**src/hdl/smta_pkg.sv**
```systemverilog
// register map, field layout and state codes for the static and
// reserved-multicast table access block.
// assumes a 12-bit byte address on the register port, 32-bit data.
package smta_pkg;

    localparam int          ADDR_W        = 12;
    localparam int          DATA_W        = 32;

    // byte offsets of the register port
    localparam logic [11:0] OFS_CTRL      = 12'h41c;
    localparam logic [11:0] OFS_FLAGS     = 12'h420;
    localparam logic [11:0] OFS_PORTS     = 12'h424;
    localparam logic [11:0] OFS_FIDMAC    = 12'h428;
    localparam logic [11:0] OFS_MACLO     = 12'h42c;

    // control register fields
    localparam int          CTL_IDX_LSB   = 0;
    localparam int          CTL_IDX_W     = 6;
    localparam int          ST_IDX_W      = 4;
    localparam int          CTL_SEL_BIT   = 8;
    localparam int          CTL_ACT_BIT   = 9;
    localparam int          CTL_GO_BIT    = 31;
    localparam logic        SEL_STATIC    = 1'b0;
    localparam logic        SEL_MCAST     = 1'b1;
    localparam logic        ACT_WRITE     = 1'b0;
    localparam logic        ACT_READ      = 1'b1;

    // static_entry_flags fields
    localparam int          FL_VALID_BIT  = 31;
    localparam int          FL_SRCD_BIT   = 30;
    localparam int          FL_DSTD_BIT   = 29;
    localparam int          FL_PRI_LSB    = 26;
    localparam int          FL_PRI_W      = 3;
    localparam int          FL_STG_LSB    = 0;
    localparam int          FL_STG_W      = 3;

    // static_entry_ports fields
    localparam int          PT_OVR_BIT    = 31;
    localparam int          PT_USEF_BIT   = 30;
    localparam int          PT_MASK_W     = 7;

    // static_entry_fid_mac_high fields
    localparam int          FM_FID_LSB    = 16;
    localparam int          FM_FID_W      = 7;
    localparam int          FM_MACH_W     = 16;

    // writable bits of each entry register; the rest read zero
    localparam logic [31:0] FLAGS_MASK    = 32'hfc000007;
    localparam logic [31:0] PORTS_MASK    = 32'hc000007f;
    localparam logic [31:0] FIDMAC_MASK   = 32'h007fffff;
    localparam logic [31:0] MACLO_MASK    = 32'hffffffff;
    localparam logic [31:0] ENTRY_RESET   = 32'h00000000;

    // table geometry
    localparam int          ST_ENTRIES    = 16;
    localparam int          MC_ADDRS      = 48;
    localparam int          MC_GROUPS     = 8;
    localparam int          MC_GRP_W      = 3;
    localparam int          MC_PER_GROUP  = 6;

    typedef enum logic [1:0] {
        SMTA_IDLE = 2'b01,
        SMTA_EXEC = 2'b10
    } smta_state_t;

endpackage

```
**src/hdl/smta_table_access.sv**
```systemverilog
// indirect access to the 16-entry static address table and the
// 48-address reserved-multicast forwarding table, plus a lookup read port for each table.
// assumes host strobes and lookup index come from the i_clk_sys domain.
// Behaviour
// - table choice 0 selects static table
// - action 1 reads indexed entry
// - go bit launches, device clears when done
// - static read fills four entry registers
// - flags bit 31 is entry valid
// - bit 30 drops on source match
// - bit 29 drops on destination match
// - priority 28:26, spanning group 2:0
// - ports bit 31 enables port-state override
// - ports bit 30 uses filter id multicast
// - ports 6:0 egress mask, bit0 port1
// - filter id 22:16, mac high/low words
// - 48 multicast addresses, 6-bit index
// - write applies to whole fixed group
// - multicast uses same control and handshake
// - table choice 1 selects multicast table
// - action 0 writes registers into entry
// - multicast read returns mask in ports register
`timescale 1ns/1ns
`default_nettype none

module smta_table_access (
    // clock, reset, enable
    input  wire logic        i_clk_sys,
    input  wire logic        i_rst_n,
    input  wire logic        i_ce,
    // register port
    input  wire logic [11:0] i_addr,
    input  wire logic [31:0] i_wdata,
    input  wire logic        i_wr,
    input  wire logic        i_rd,
    output logic      [31:0] o_rdata,
    // lookup port, static table
    input  wire logic [3:0]  i_lk_idx,
    output logic             o_lk_valid,
    output logic             o_lk_src_drop,
    output logic             o_lk_dst_drop,
    output logic      [2:0]  o_lk_priority,
    output logic      [2:0]  o_lk_span_group,
    output logic             o_lk_override,
    output logic             o_lk_apply_filter_id_multicast_mc,
    output logic      [6:0]  o_lk_ports,
    output logic      [6:0]  o_lk_filter_id,
    output logic      [47:0] o_lk_mac,
    // lookup port, reserved multicast table
    input  wire logic [5:0]  i_mc_idx,
    output logic      [6:0]  o_mc_ports
);

    // fixed grouping: consecutive runs of six addresses share a mask
    function automatic logic [2:0] mc_group(input logic [5:0] idx);
        logic [5:0] q;
        q = idx / 6'(smta_pkg::MC_PER_GROUP);
        return q[2:0];
    endfunction

    function automatic logic mc_in_range(input logic [5:0] idx);
        return idx < 6'(smta_pkg::MC_ADDRS);
    endfunction

    smta_pkg::smta_state_t state_reg;

    logic [5:0]  idx_reg;
    logic        sel_reg;
    logic        act_reg;
    logic        go_reg;
    logic [31:0] flags_reg;
    logic [31:0] ports_reg;
    logic [31:0] fidmac_reg;
    logic [31:0] maclo_reg;

    logic [31:0] st_w0 [smta_pkg::ST_ENTRIES];
    logic [31:0] st_w1 [smta_pkg::ST_ENTRIES];
    logic [31:0] st_w2 [smta_pkg::ST_ENTRIES];
    logic [31:0] st_w3 [smta_pkg::ST_ENTRIES];
    logic [6:0]  mc_mask [smta_pkg::MC_GROUPS];

    logic        idle;
    logic        host_wr;
    logic        exec;
    logic [3:0]  st_idx;
    logic [2:0]  mc_grp;
    logic        mc_ok;
    logic        st_rd_op;
    logic        st_wr_op;
    logic        mc_rd_op;
    logic        mc_wr_op;
    logic [31:0] wr_masked;

    assign idle     = (state_reg == smta_pkg::SMTA_IDLE);
    assign exec     = i_ce && (state_reg == smta_pkg::SMTA_EXEC);
    // host writes while an operation runs are dropped, not queued
    assign host_wr  = i_ce && i_wr && idle;
    assign st_idx   = idx_reg[smta_pkg::ST_IDX_W-1:0];
    assign mc_grp   = mc_group(idx_reg);
    assign mc_ok    = mc_in_range(idx_reg);
    assign st_rd_op = exec && (sel_reg == smta_pkg::SEL_STATIC)
                      && (act_reg == smta_pkg::ACT_READ);
    assign st_wr_op = exec && (sel_reg == smta_pkg::SEL_STATIC)
                      && (act_reg == smta_pkg::ACT_WRITE);
    assign mc_rd_op = exec && (sel_reg == smta_pkg::SEL_MCAST)
                      && (act_reg == smta_pkg::ACT_READ);
    assign mc_wr_op = exec && (sel_reg == smta_pkg::SEL_MCAST)
                      && (act_reg == smta_pkg::ACT_WRITE);
    assign wr_masked = i_wdata;

    // control register
    always_ff @(posedge i_clk_sys or negedge i_rst_n) begin
        if (!i_rst_n) begin
            idx_reg <= 6'h00;
            sel_reg <= 1'b0;
            act_reg <= 1'b0;
            go_reg  <= 1'b0;
        end else if (host_wr && i_addr == smta_pkg::OFS_CTRL) begin
            idx_reg <= i_wdata[smta_pkg::CTL_IDX_LSB +: smta_pkg::CTL_IDX_W];
            sel_reg <= i_wdata[smta_pkg::CTL_SEL_BIT];
            act_reg <= i_wdata[smta_pkg::CTL_ACT_BIT];
            go_reg  <= i_wdata[smta_pkg::CTL_GO_BIT];
        end else if (exec) begin
            go_reg  <= 1'b0;
        end
    end

    // operation sequencer; every operation takes one cycle in exec
    always_ff @(posedge i_clk_sys or negedge i_rst_n) begin
        if (!i_rst_n) begin
            state_reg <= smta_pkg::SMTA_IDLE;
        end else if (i_ce) begin
            case (state_reg)
                smta_pkg::SMTA_IDLE: begin
                    if (host_wr && i_addr == smta_pkg::OFS_CTRL
                        && i_wdata[smta_pkg::CTL_GO_BIT]) begin
                        state_reg <= smta_pkg::SMTA_EXEC;
                    end
                end
                smta_pkg::SMTA_EXEC: begin
                    state_reg <= smta_pkg::SMTA_IDLE;
                end
                default: begin
                    state_reg <= smta_pkg::SMTA_IDLE;
                end
            endcase
        end
    end

    // entry data registers; reserved bits are masked on every host write
    always_ff @(posedge i_clk_sys or negedge i_rst_n) begin
        if (!i_rst_n) begin
            flags_reg  <= smta_pkg::ENTRY_RESET;
            ports_reg  <= smta_pkg::ENTRY_RESET;
            fidmac_reg <= smta_pkg::ENTRY_RESET;
            maclo_reg  <= smta_pkg::ENTRY_RESET;
        end else if (st_rd_op) begin
            flags_reg  <= st_w0[st_idx];
            ports_reg  <= st_w1[st_idx];
            fidmac_reg <= st_w2[st_idx];
            maclo_reg  <= st_w3[st_idx];
        end else if (mc_rd_op) begin
            // upper flag bits are left as the host wrote them
            ports_reg[smta_pkg::PT_MASK_W-1:0] <=
                mc_ok ? mc_mask[mc_grp] : 7'h00;
        end else if (host_wr) begin
            case (i_addr)
                smta_pkg::OFS_FLAGS:
                    flags_reg  <= wr_masked & smta_pkg::FLAGS_MASK;
                smta_pkg::OFS_PORTS:
                    ports_reg  <= wr_masked & smta_pkg::PORTS_MASK;
                smta_pkg::OFS_FIDMAC:
                    fidmac_reg <= wr_masked & smta_pkg::FIDMAC_MASK;
                smta_pkg::OFS_MACLO:
                    maclo_reg  <= wr_masked & smta_pkg::MACLO_MASK;
                default: begin
                end
            endcase
        end
    end

    // static table storage
    always_ff @(posedge i_clk_sys or negedge i_rst_n) begin
        if (!i_rst_n) begin
            for (int i = 0; i < smta_pkg::ST_ENTRIES; i++) begin
                st_w0[i] <= smta_pkg::ENTRY_RESET;
                st_w1[i] <= smta_pkg::ENTRY_RESET;
                st_w2[i] <= smta_pkg::ENTRY_RESET;
                st_w3[i] <= smta_pkg::ENTRY_RESET;
            end
        end else if (st_wr_op) begin
            st_w0[st_idx] <= flags_reg;
            st_w1[st_idx] <= ports_reg;
            st_w2[st_idx] <= fidmac_reg;
            st_w3[st_idx] <= maclo_reg;
        end
    end

    // reserved-multicast storage, one mask per group
    always_ff @(posedge i_clk_sys or negedge i_rst_n) begin
        if (!i_rst_n) begin
            for (int g = 0; g < smta_pkg::MC_GROUPS; g++) begin
                mc_mask[g] <= 7'h00;
            end
        end else if (mc_wr_op && mc_ok) begin
            mc_mask[mc_grp] <= ports_reg[smta_pkg::PT_MASK_W-1:0];
        end
    end

    // register read port; unmapped offsets read zero
    always_ff @(posedge i_clk_sys or negedge i_rst_n) begin
        if (!i_rst_n) begin
            o_rdata <= 32'h00000000;
        end else if (i_ce && i_rd) begin
            case (i_addr)
                smta_pkg::OFS_CTRL: begin
                    o_rdata <= 32'h00000000;
                    o_rdata[smta_pkg::CTL_IDX_LSB +: smta_pkg::CTL_IDX_W] <= idx_reg;
                    o_rdata[smta_pkg::CTL_SEL_BIT] <= sel_reg;
                    o_rdata[smta_pkg::CTL_ACT_BIT] <= act_reg;
                    o_rdata[smta_pkg::CTL_GO_BIT]  <= go_reg;
                end
                smta_pkg::OFS_FLAGS:  o_rdata <= flags_reg;
                smta_pkg::OFS_PORTS:  o_rdata <= ports_reg;
                smta_pkg::OFS_FIDMAC: o_rdata <= fidmac_reg;
                smta_pkg::OFS_MACLO:  o_rdata <= maclo_reg;
                default:              o_rdata <= 32'h00000000;
            endcase
        end
    end

    // lookup port, one cycle after the index
    logic [31:0] lk_w0;
    logic [31:0] lk_w1;
    logic [31:0] lk_w2;
    assign lk_w0 = st_w0[i_lk_idx];
    assign lk_w1 = st_w1[i_lk_idx];
    assign lk_w2 = st_w2[i_lk_idx];

    always_ff @(posedge i_clk_sys or negedge i_rst_n) begin
        if (!i_rst_n) begin
            o_lk_valid      <= 1'b0;
            o_lk_src_drop   <= 1'b0;
            o_lk_dst_drop   <= 1'b0;
            o_lk_priority   <= 3'h0;
            o_lk_span_group <= 3'h0;
            o_lk_override   <= 1'b0;
            o_lk_apply_filter_id_multicast_mc <= 1'b0;
            o_lk_ports      <= 7'h00;
            o_lk_filter_id  <= 7'h00;
            o_lk_mac        <= 48'h000000000000;
            o_mc_ports      <= 7'h00;
        end else if (i_ce) begin
            o_lk_valid      <= lk_w0[smta_pkg::FL_VALID_BIT];
            o_lk_src_drop   <= lk_w0[smta_pkg::FL_SRCD_BIT];
            o_lk_dst_drop   <= lk_w0[smta_pkg::FL_DSTD_BIT];
            o_lk_priority   <= lk_w0[smta_pkg::FL_PRI_LSB +: smta_pkg::FL_PRI_W];
            o_lk_span_group <= lk_w0[smta_pkg::FL_STG_LSB +: smta_pkg::FL_STG_W];
            o_lk_override   <= lk_w1[smta_pkg::PT_OVR_BIT];
            o_lk_apply_filter_id_multicast_mc <= lk_w1[smta_pkg::PT_USEF_BIT];
            o_lk_ports      <= lk_w1[smta_pkg::PT_MASK_W-1:0];
            o_lk_filter_id  <= lk_w2[smta_pkg::FM_FID_LSB +: smta_pkg::FM_FID_W];
            o_lk_mac        <= {lk_w2[smta_pkg::FM_MACH_W-1:0], st_w3[i_lk_idx]};
            o_mc_ports      <= mc_in_range(i_mc_idx)
                               ? mc_mask[mc_group(i_mc_idx)] : 7'h00;
        end
    end

    // checks
    logic [31:0] rd_w0;
    logic [6:0]  mc_cur;
    assign rd_w0  = st_w0[st_idx];
    assign mc_cur = mc_mask[mc_grp];

    go_launch_a: assert property (@(posedge i_clk_sys) disable iff (!i_rst_n)
        host_wr && i_addr == smta_pkg::OFS_CTRL && i_wdata[smta_pkg::CTL_GO_BIT]
        |=> go_reg && state_reg == smta_pkg::SMTA_EXEC)
        else $error("go write did not launch an operation");

    go_done_a: assert property (@(posedge i_clk_sys) disable iff (!i_rst_n)
        exec |=> !go_reg && state_reg == smta_pkg::SMTA_IDLE)
        else $error("go bit not cleared after the operation");

    static_read_a: assert property (@(posedge i_clk_sys) disable iff (!i_rst_n)
        st_rd_op |=> flags_reg == $past(rd_w0))
        else $error("static read did not load the flags word");

    mc_read_a: assert property (@(posedge i_clk_sys) disable iff (!i_rst_n)
        mc_rd_op && mc_ok |=> ports_reg[6:0] == $past(mc_cur))
        else $error("multicast read did not return the group mask");

    mc_group_a: assert property (@(posedge i_clk_sys) disable iff (!i_rst_n)
        mc_wr_op && mc_ok |=> mc_mask[$past(mc_grp)] == $past(ports_reg[6:0]))
        else $error("multicast write did not update the group");

    static_write_a: assert property (@(posedge i_clk_sys) disable iff (!i_rst_n)
        st_wr_op |=> st_w3[$past(st_idx)] == $past(maclo_reg))
        else $error("static write did not store the address word");

    rsv_zero_a: assert property (@(posedge i_clk_sys) disable iff (!i_rst_n)
        (flags_reg & ~smta_pkg::FLAGS_MASK) == 32'h00000000
        && (ports_reg & ~smta_pkg::PORTS_MASK) == 32'h00000000
        && (fidmac_reg & ~smta_pkg::FIDMAC_MASK) == 32'h00000000)
        else $error("reserved entry bits not zero");

    busy_hold_a: assert property (@(posedge i_clk_sys) disable iff (!i_rst_n)
        exec && i_wr && i_addr == smta_pkg::OFS_MACLO && !st_rd_op
        |=> maclo_reg == $past(maclo_reg))
        else $error("entry register changed by a write while busy");

    lk_drop_a: assert property (@(posedge i_clk_sys) disable iff (!i_rst_n)
        i_ce |=> o_lk_dst_drop == $past(lk_w0[29]) && o_lk_src_drop == $past(lk_w0[30]))
        else $error("lookup drop flags do not follow the entry");

endmodule

`default_nettype wire

```
**config.mk**
```make
export PLATFORM = sky130hd
export DESIGN_NAME = smta_table_access
export DESIGN_NICKNAME = d
export VERILOG_FILES = /design/src/hdl/smta_pkg.sv /design/src/hdl/smta_table_access.sv
export SDC_FILE = /design/constraint.sdc
export NUM_CORES = 2
export LEC_CHECK = 0
export BUFFER_PORTS_ARGS = -buffer_cell sky130_fd_sc_hd__buf_2
export CAP_MARGIN = 20
export CELL_PAD_IN_SITES_DETAIL_PLACEMENT = 0
export CELL_PAD_IN_SITES_GLOBAL_PLACEMENT = 1
export CORE_MARGIN = 5
export CORE_UTILIZATION = 59
export DETAILED_ROUTE_END_ITERATION = 10
export MAX_ROUTING_LAYER = met4
export PLACE_DENSITY_LB_ADDON = 0.1
export RECOVER_POWER = 50
export SYNTH_ARGS = -nofsm -noshare
export SYNTH_HDL_FRONTEND = slang
export SYNTH_SLANG_ARGS = --single-unit
```
**constraint.sdc**
```tcl
create_clock -name i_clk_sys -period 6.96 [get_ports i_clk_sys]
set_input_delay 0.696 -clock i_clk_sys [delete_from_list [all_inputs] [get_ports i_clk_sys]]
set_output_delay 0.696 -clock i_clk_sys [all_outputs]
set_load 0.01 [all_outputs]
```
== After elaboration in Yosys (flattened, before gate mapping) ==
Cells that the tools add are included.

* Div/mod/pow operators: 2
* $lt $le $gt $ge: 8
* Equality and inequality tests: 9
* Multiplexer cells: 63
* Bitwise gates (word level): 6
* Reductions and logical operators: 29

{| class="wikitable"
|+ Operators by type and width
! cell !! count
|-
| bitwise mux 512 bit || 4
|-
| binary-select mux 32 bit (select 4 bit) || 8
|-
| two-way mux 32 bit || 30
|-
| case mux 32 bit (5 select lines) || 1
|-
| demux 32 bit (select 4 bit) || 1
|-
| == test 12 x 11 -> 1 bit (second input constant) || 5
|-
| bitwise mux 56 bit || 1
|-
| two-way mux 7 bit || 8
|-
| two-way mux 23 bit || 2
|-
| binary-select mux 7 bit (select 3 bit) || 2
|-
| two-way mux 25 bit || 1
|-
| demux 7 bit (select 3 bit) || 1
|-
| logical AND 1 bit || 15
|-
| divider 6 x 3 -> 6 bit (second input constant) || 2
|-
| < comparator 6 bit (second input constant) || 2
|-
| AND reduction 3 bit || 4
|-
| nonzero test 2 bit || 6
|-
| greater-or-equal comparator 5 bit (second input constant) || 2
|-
| inverter 4 -> 5 bit || 2
|-
| greater-or-equal comparator 4 bit (second input constant) || 2
|-
| inverter 3 -> 4 bit || 2
|-
| nonzero test 3 bit || 2
|-
| < comparator 5 x 1 -> 1 bit (second input constant) || 1
|-
| < comparator 4 x 1 -> 1 bit (second input constant) || 1
|-
| 8 further kinds || 12
|}

* Bits in registers: 2,355
* Bits of input ports: 59
* Output and inout port bits: 112
* Logic and storage cells: 211

== Longest topological paths before layout ==
* Depth after elaboration: 8
* Depth in mapped cells: 10
* Depth with buffers taken out: 6

== Worst setup path before layout ==
No wires, ideal clock.

* Kind: in2reg
* Start: input port i_lk_idx[0]
* End: register o_lk_priority[0]
* Setup time: 125 ps
* Arrival time: 2,372 ps
* Data required time: 6,835 ps
* Slack: 4,464 ps
* Stages: 6
* Buffers on the path: 3
* Cell sequence: buf_2 buf_6 buf_6 mux4_2 mux4_2 mux2_2

* Cells in the longest elaborated chain, start to end: 4

{| class="wikitable"
|+ Ends and longest elaborated chain
! element !! RTL line !! RTL
|-
| start: declaration || smta_table_access.sv:38 || <nowiki>input wire logic [3:0] i_lk_idx,</nowiki>
|-
| inverter 4 -> 5 bit (not written as such) || smta_table_access.sv:236 || <nowiki>assign lk_w0 = st_w0[i_lk_idx];</nowiki>
|-
| binary-select mux 32 bit (select 4 bit) || smta_table_access.sv:236 ||
|-
| two-way mux 32 bit (not written as such) (2 in a row) || smta_table_access.sv:236 ||
|-
| end signal: assignment || smta_table_access.sv:257 || <nowiki>o_lk_priority <= lk_w0[smta_pkg::FL_PRI_LSB +: smta_pkg::FL_PRI_W];</nowiki>
|-
| end: declaration || smta_table_access.sv:42 || <nowiki>output logic [2:0] o_lk_priority,</nowiki>
|}

Every way passes these cells. The select of a mux whose other input is x is not followed.
A chain may end at the register's enable or synchronous reset.

== Final worst setup path ==
* Start: input port i_lk_idx[0]
* End: register o_lk_ports[4]

* Cells in the longest elaborated chain, start to end: 4

{| class="wikitable"
|+ Ends and longest elaborated chain
! element !! RTL line !! RTL
|-
| inverter 4 -> 5 bit (not written as such) || smta_table_access.sv:237 || <nowiki>assign lk_w1 = st_w1[i_lk_idx];</nowiki>
|-
| binary-select mux 32 bit (select 4 bit) || smta_table_access.sv:237 ||
|-
| two-way mux 32 bit (not written as such) (2 in a row) || smta_table_access.sv:237 ||
|-
| end signal: assignment || smta_table_access.sv:261 || <nowiki>o_lk_ports <= lk_w1[smta_pkg::PT_MASK_W-1:0];</nowiki>
|-
| end: declaration || smta_table_access.sv:46 || <nowiki>output logic [6:0] o_lk_ports,</nowiki>
|}

Every way passes these cells. The select of a mux whose other input is x is not followed.

==> impl_metrics.py <==
metrics = {
    "logic_synthesis": {
        "synth_top_area_cell": "dfrtp_1",
        "ys_seq_elements": 2355,
        "yosys_most_used_dff": "dfrtp_1",
        "syn_area_per_cell_sq_um": 16.0,
        "netlist_top_cells_count": "dfrtp_1 (2354), mux2_2 (2147), mux4_2 (994), nand2_1 (323), buf_2 (313)",
        "synth_area_leaders": "dfrtp_1 (51%), mux2_2 (21%), mux4_2 (20%)",
        "synth_edf_count": 0,
        "synth-seq-area-share_pct": 51.5,
        "synth-warning-count": 0,
        "syn_inst": 7135,
        "synth_top_area_share_pct": 51.5,
        "ys_types": 64,
        "synth_area_sq_mm": 0.114,
        "synth_nets": 7194,
        "synth.most_common_cell": "dfrtp_1",
        "synthArstFlopShare_pct": 100,
    },
    "grt": {
        "grt_max_degree": 168,
        "antenna_found_initial": 18,
        "grtUsageTotal_pct": 33.0,
        "first_global_vias": 71116,
        "grt.overflow.total": 0,
        "grt_first_pass_wirelength_um": 484000,
    },
    "die": {
        "top_level_ports": 171,
        "fp.dieW_um": 451,
        "rows": 161,
        "die_height_um": 451,
        "coreArea_sq_mm": 0.193,
        "dieArea_sq_mm": 0.203,
        "start_util_pct": 59.4,
    },
    "final_layout": {
        "fill_cells": 13771,
        "area_growth_pct": 9.11,
        "fin_area_sq_mm": 0.125,
        "final_core_util_pct": 64.8,
        "drive_gt1_share_pct": 52.2,
        "fin_nets": 7038,
    },
    "clocking": {
        "htree_levels": 4,
        "cts_max_path_buffers": 3,
        "clock-sinks": 2355,
        "clk_pin_slew_worst_paths_ns": 0.06,
        "cts_root_buf": "clkbuf_16",
        "cts_setup_buffers": 0,
        "cts-buffers-inserted": 241,
        "clk_latency_ns": 0.90,
        "cts_tree": "yes",
    },
    "drt": {
        "drc": 0,
        "wl_per_cell_um": 33.0,
        "dr_total_vias": 67658,
        "wl_um": 321000,
        "drtIter0Drc": 6241,
        "dr.pass1.iters": 6,
        "viasPerCell": 6.96,
        "drtAntennaViolNets": 0,
    },
    "timing": {
        "rsz0062_at_grt": "false",
        "setup_tns_ns": 0,
        "worst_pin_slew_ns": 3.36,
        "period_share_pct": 73.1,
        "whs_ns": 0.0935,
        "setup_violations": 0,
        "fin_crit_ns": 5.08,
        "finalHoldViolCount": 0,
        "fmax_ghz": 0.197,
        "skew_ns": 0.0259,
        "final_max_slew_viol_count": 1110,
        "relSlewSlack_pct": -124,
    },
    "worst_setup_path": {
        "rrSetupSlack_ns": 2.45,
        "arrival_ns": 5.85,
        "crit_path_start_kind": "input port",
        "worst-endpoint-required_ns": 7.73,
        "crit_fanout": 63,
        "setup.worst_path.end_class": "flip-flop",
        "crit_type": "in2reg",
    },
    "place": {
        "port_buffers": 169,
        "place.gp.congestion": 0.842,
        "hpwlAfterDp_um": 175000,
        "dpl_cell_area_sq_mm": 0.117,
    },
    "power_and_ir_drop": {
        "vdd_drop_max_mv": 0.283,
        "leakagePower_nw": 58.5,
        "powerDensity_mw_per_mm2": 221,
        "power_w": 0.0277,
    },
    "job": {
        "drv_cap": 19,
    },
    "outcome": {
        "status": "complete, but fails checks",
        "violations": "max-capacitance violations, max-slew violations",
    },
    "min_path": {
        "hold_class": "in2reg",
    },
}
## worst max-delay path, stage by stage
cell	delay, ns
clkbuf_2	1.90
clkbuf_2	1.50
mux4_2	0.66
mux4_2	0.59
mux2_2	0.30
## worst paths after layout
check,cells after the start,to,startpoint
max,5,o_lk_ports[4],i_lk_idx[0]
min,3,maclo_reg[24],i_wdata[24]
max reg2reg,5,st_w3[375],idx_reg[2]
min reg2reg,1,st_w0[373],st_w0[373]
max in group asynchronous,4,st_w1[43],i_rst_n
min in group asynchronous,2,st_w3[486],i_rst_n
## per-layer routing
metal / track usage [%] / part of all wire [%] / up-vias
met5: - / 0 / -
met4: 9.30 / 3.0 / 0
met3: 5.10 / 6.5 / 515
met2: 50.7 / 48 / 2363
met1: 46.8 / 43 / 37619
li1: - / - / 27161
## layout by cell type (no fill, tap or decap), types with 36 or more instances in the layout
cell / count
buf_12: 39
clkbuf_8: 63
clkbuf_16: 246
mux2_2: 2147
buf_2: 51
mux2_1: 69
clkinv_2: 53
nand2_1: 311
clkbuf_1: 188
o21ai_0: 63
dfrtp_1: 2350
nand3_1: 36
a22oi_1: 117
buf_4: 64
mux4_2: 994
## where the power goes
part           switching (W)  leakage [nW]  internal [W]
Clock                0.00557          4.05       0.00772
Sequential        0.00000909          32.9        0.0137
Combinational       0.000518          21.5      0.000150
## cell type report
type,count,area [sq um],area share [%]
antenna,13,32.5,0.0260
clock buffer,366,7230,5.79
clock inverter,86,952,0.762
inverter,17,71.3,0.0571
multi-input combinational,4068,52400,42.0
sequential,2355,58900,47.2
tap,2526,3160,2.53
timing repair buffer,296,2110,1.69
## through the flow
stage | std cells | setup WS (ns)
6_report | 9727 | 1.88
5_1_grt | 9725 | 1.27
4_1_cts | 9714 | 2.62
3_5_place_dp | 9260 | 2.58
3_3_place_gp | 9260 | 2.57
2_1_floorplan | 7135 | 4.46
## cell families after synthesis
logic type,after synthesis,synth area share [%]
AOI/OAI and AO/OA,366,2.27
xor gates and xnor gates,4,0.0306
buffers and inverters,712,2.90
DFF,2355,51.5
muxes,3234,41.6
and+or+nand+nor,464,1.76
## what timing repair did
action | 4_1_cts | 5_1_grt
resized for setup | 0 | 0
hold buffers | 2 | 0
hold endpoints to repair | 152 | 0
Note: power is estimated with default switching activity, not from simulation.
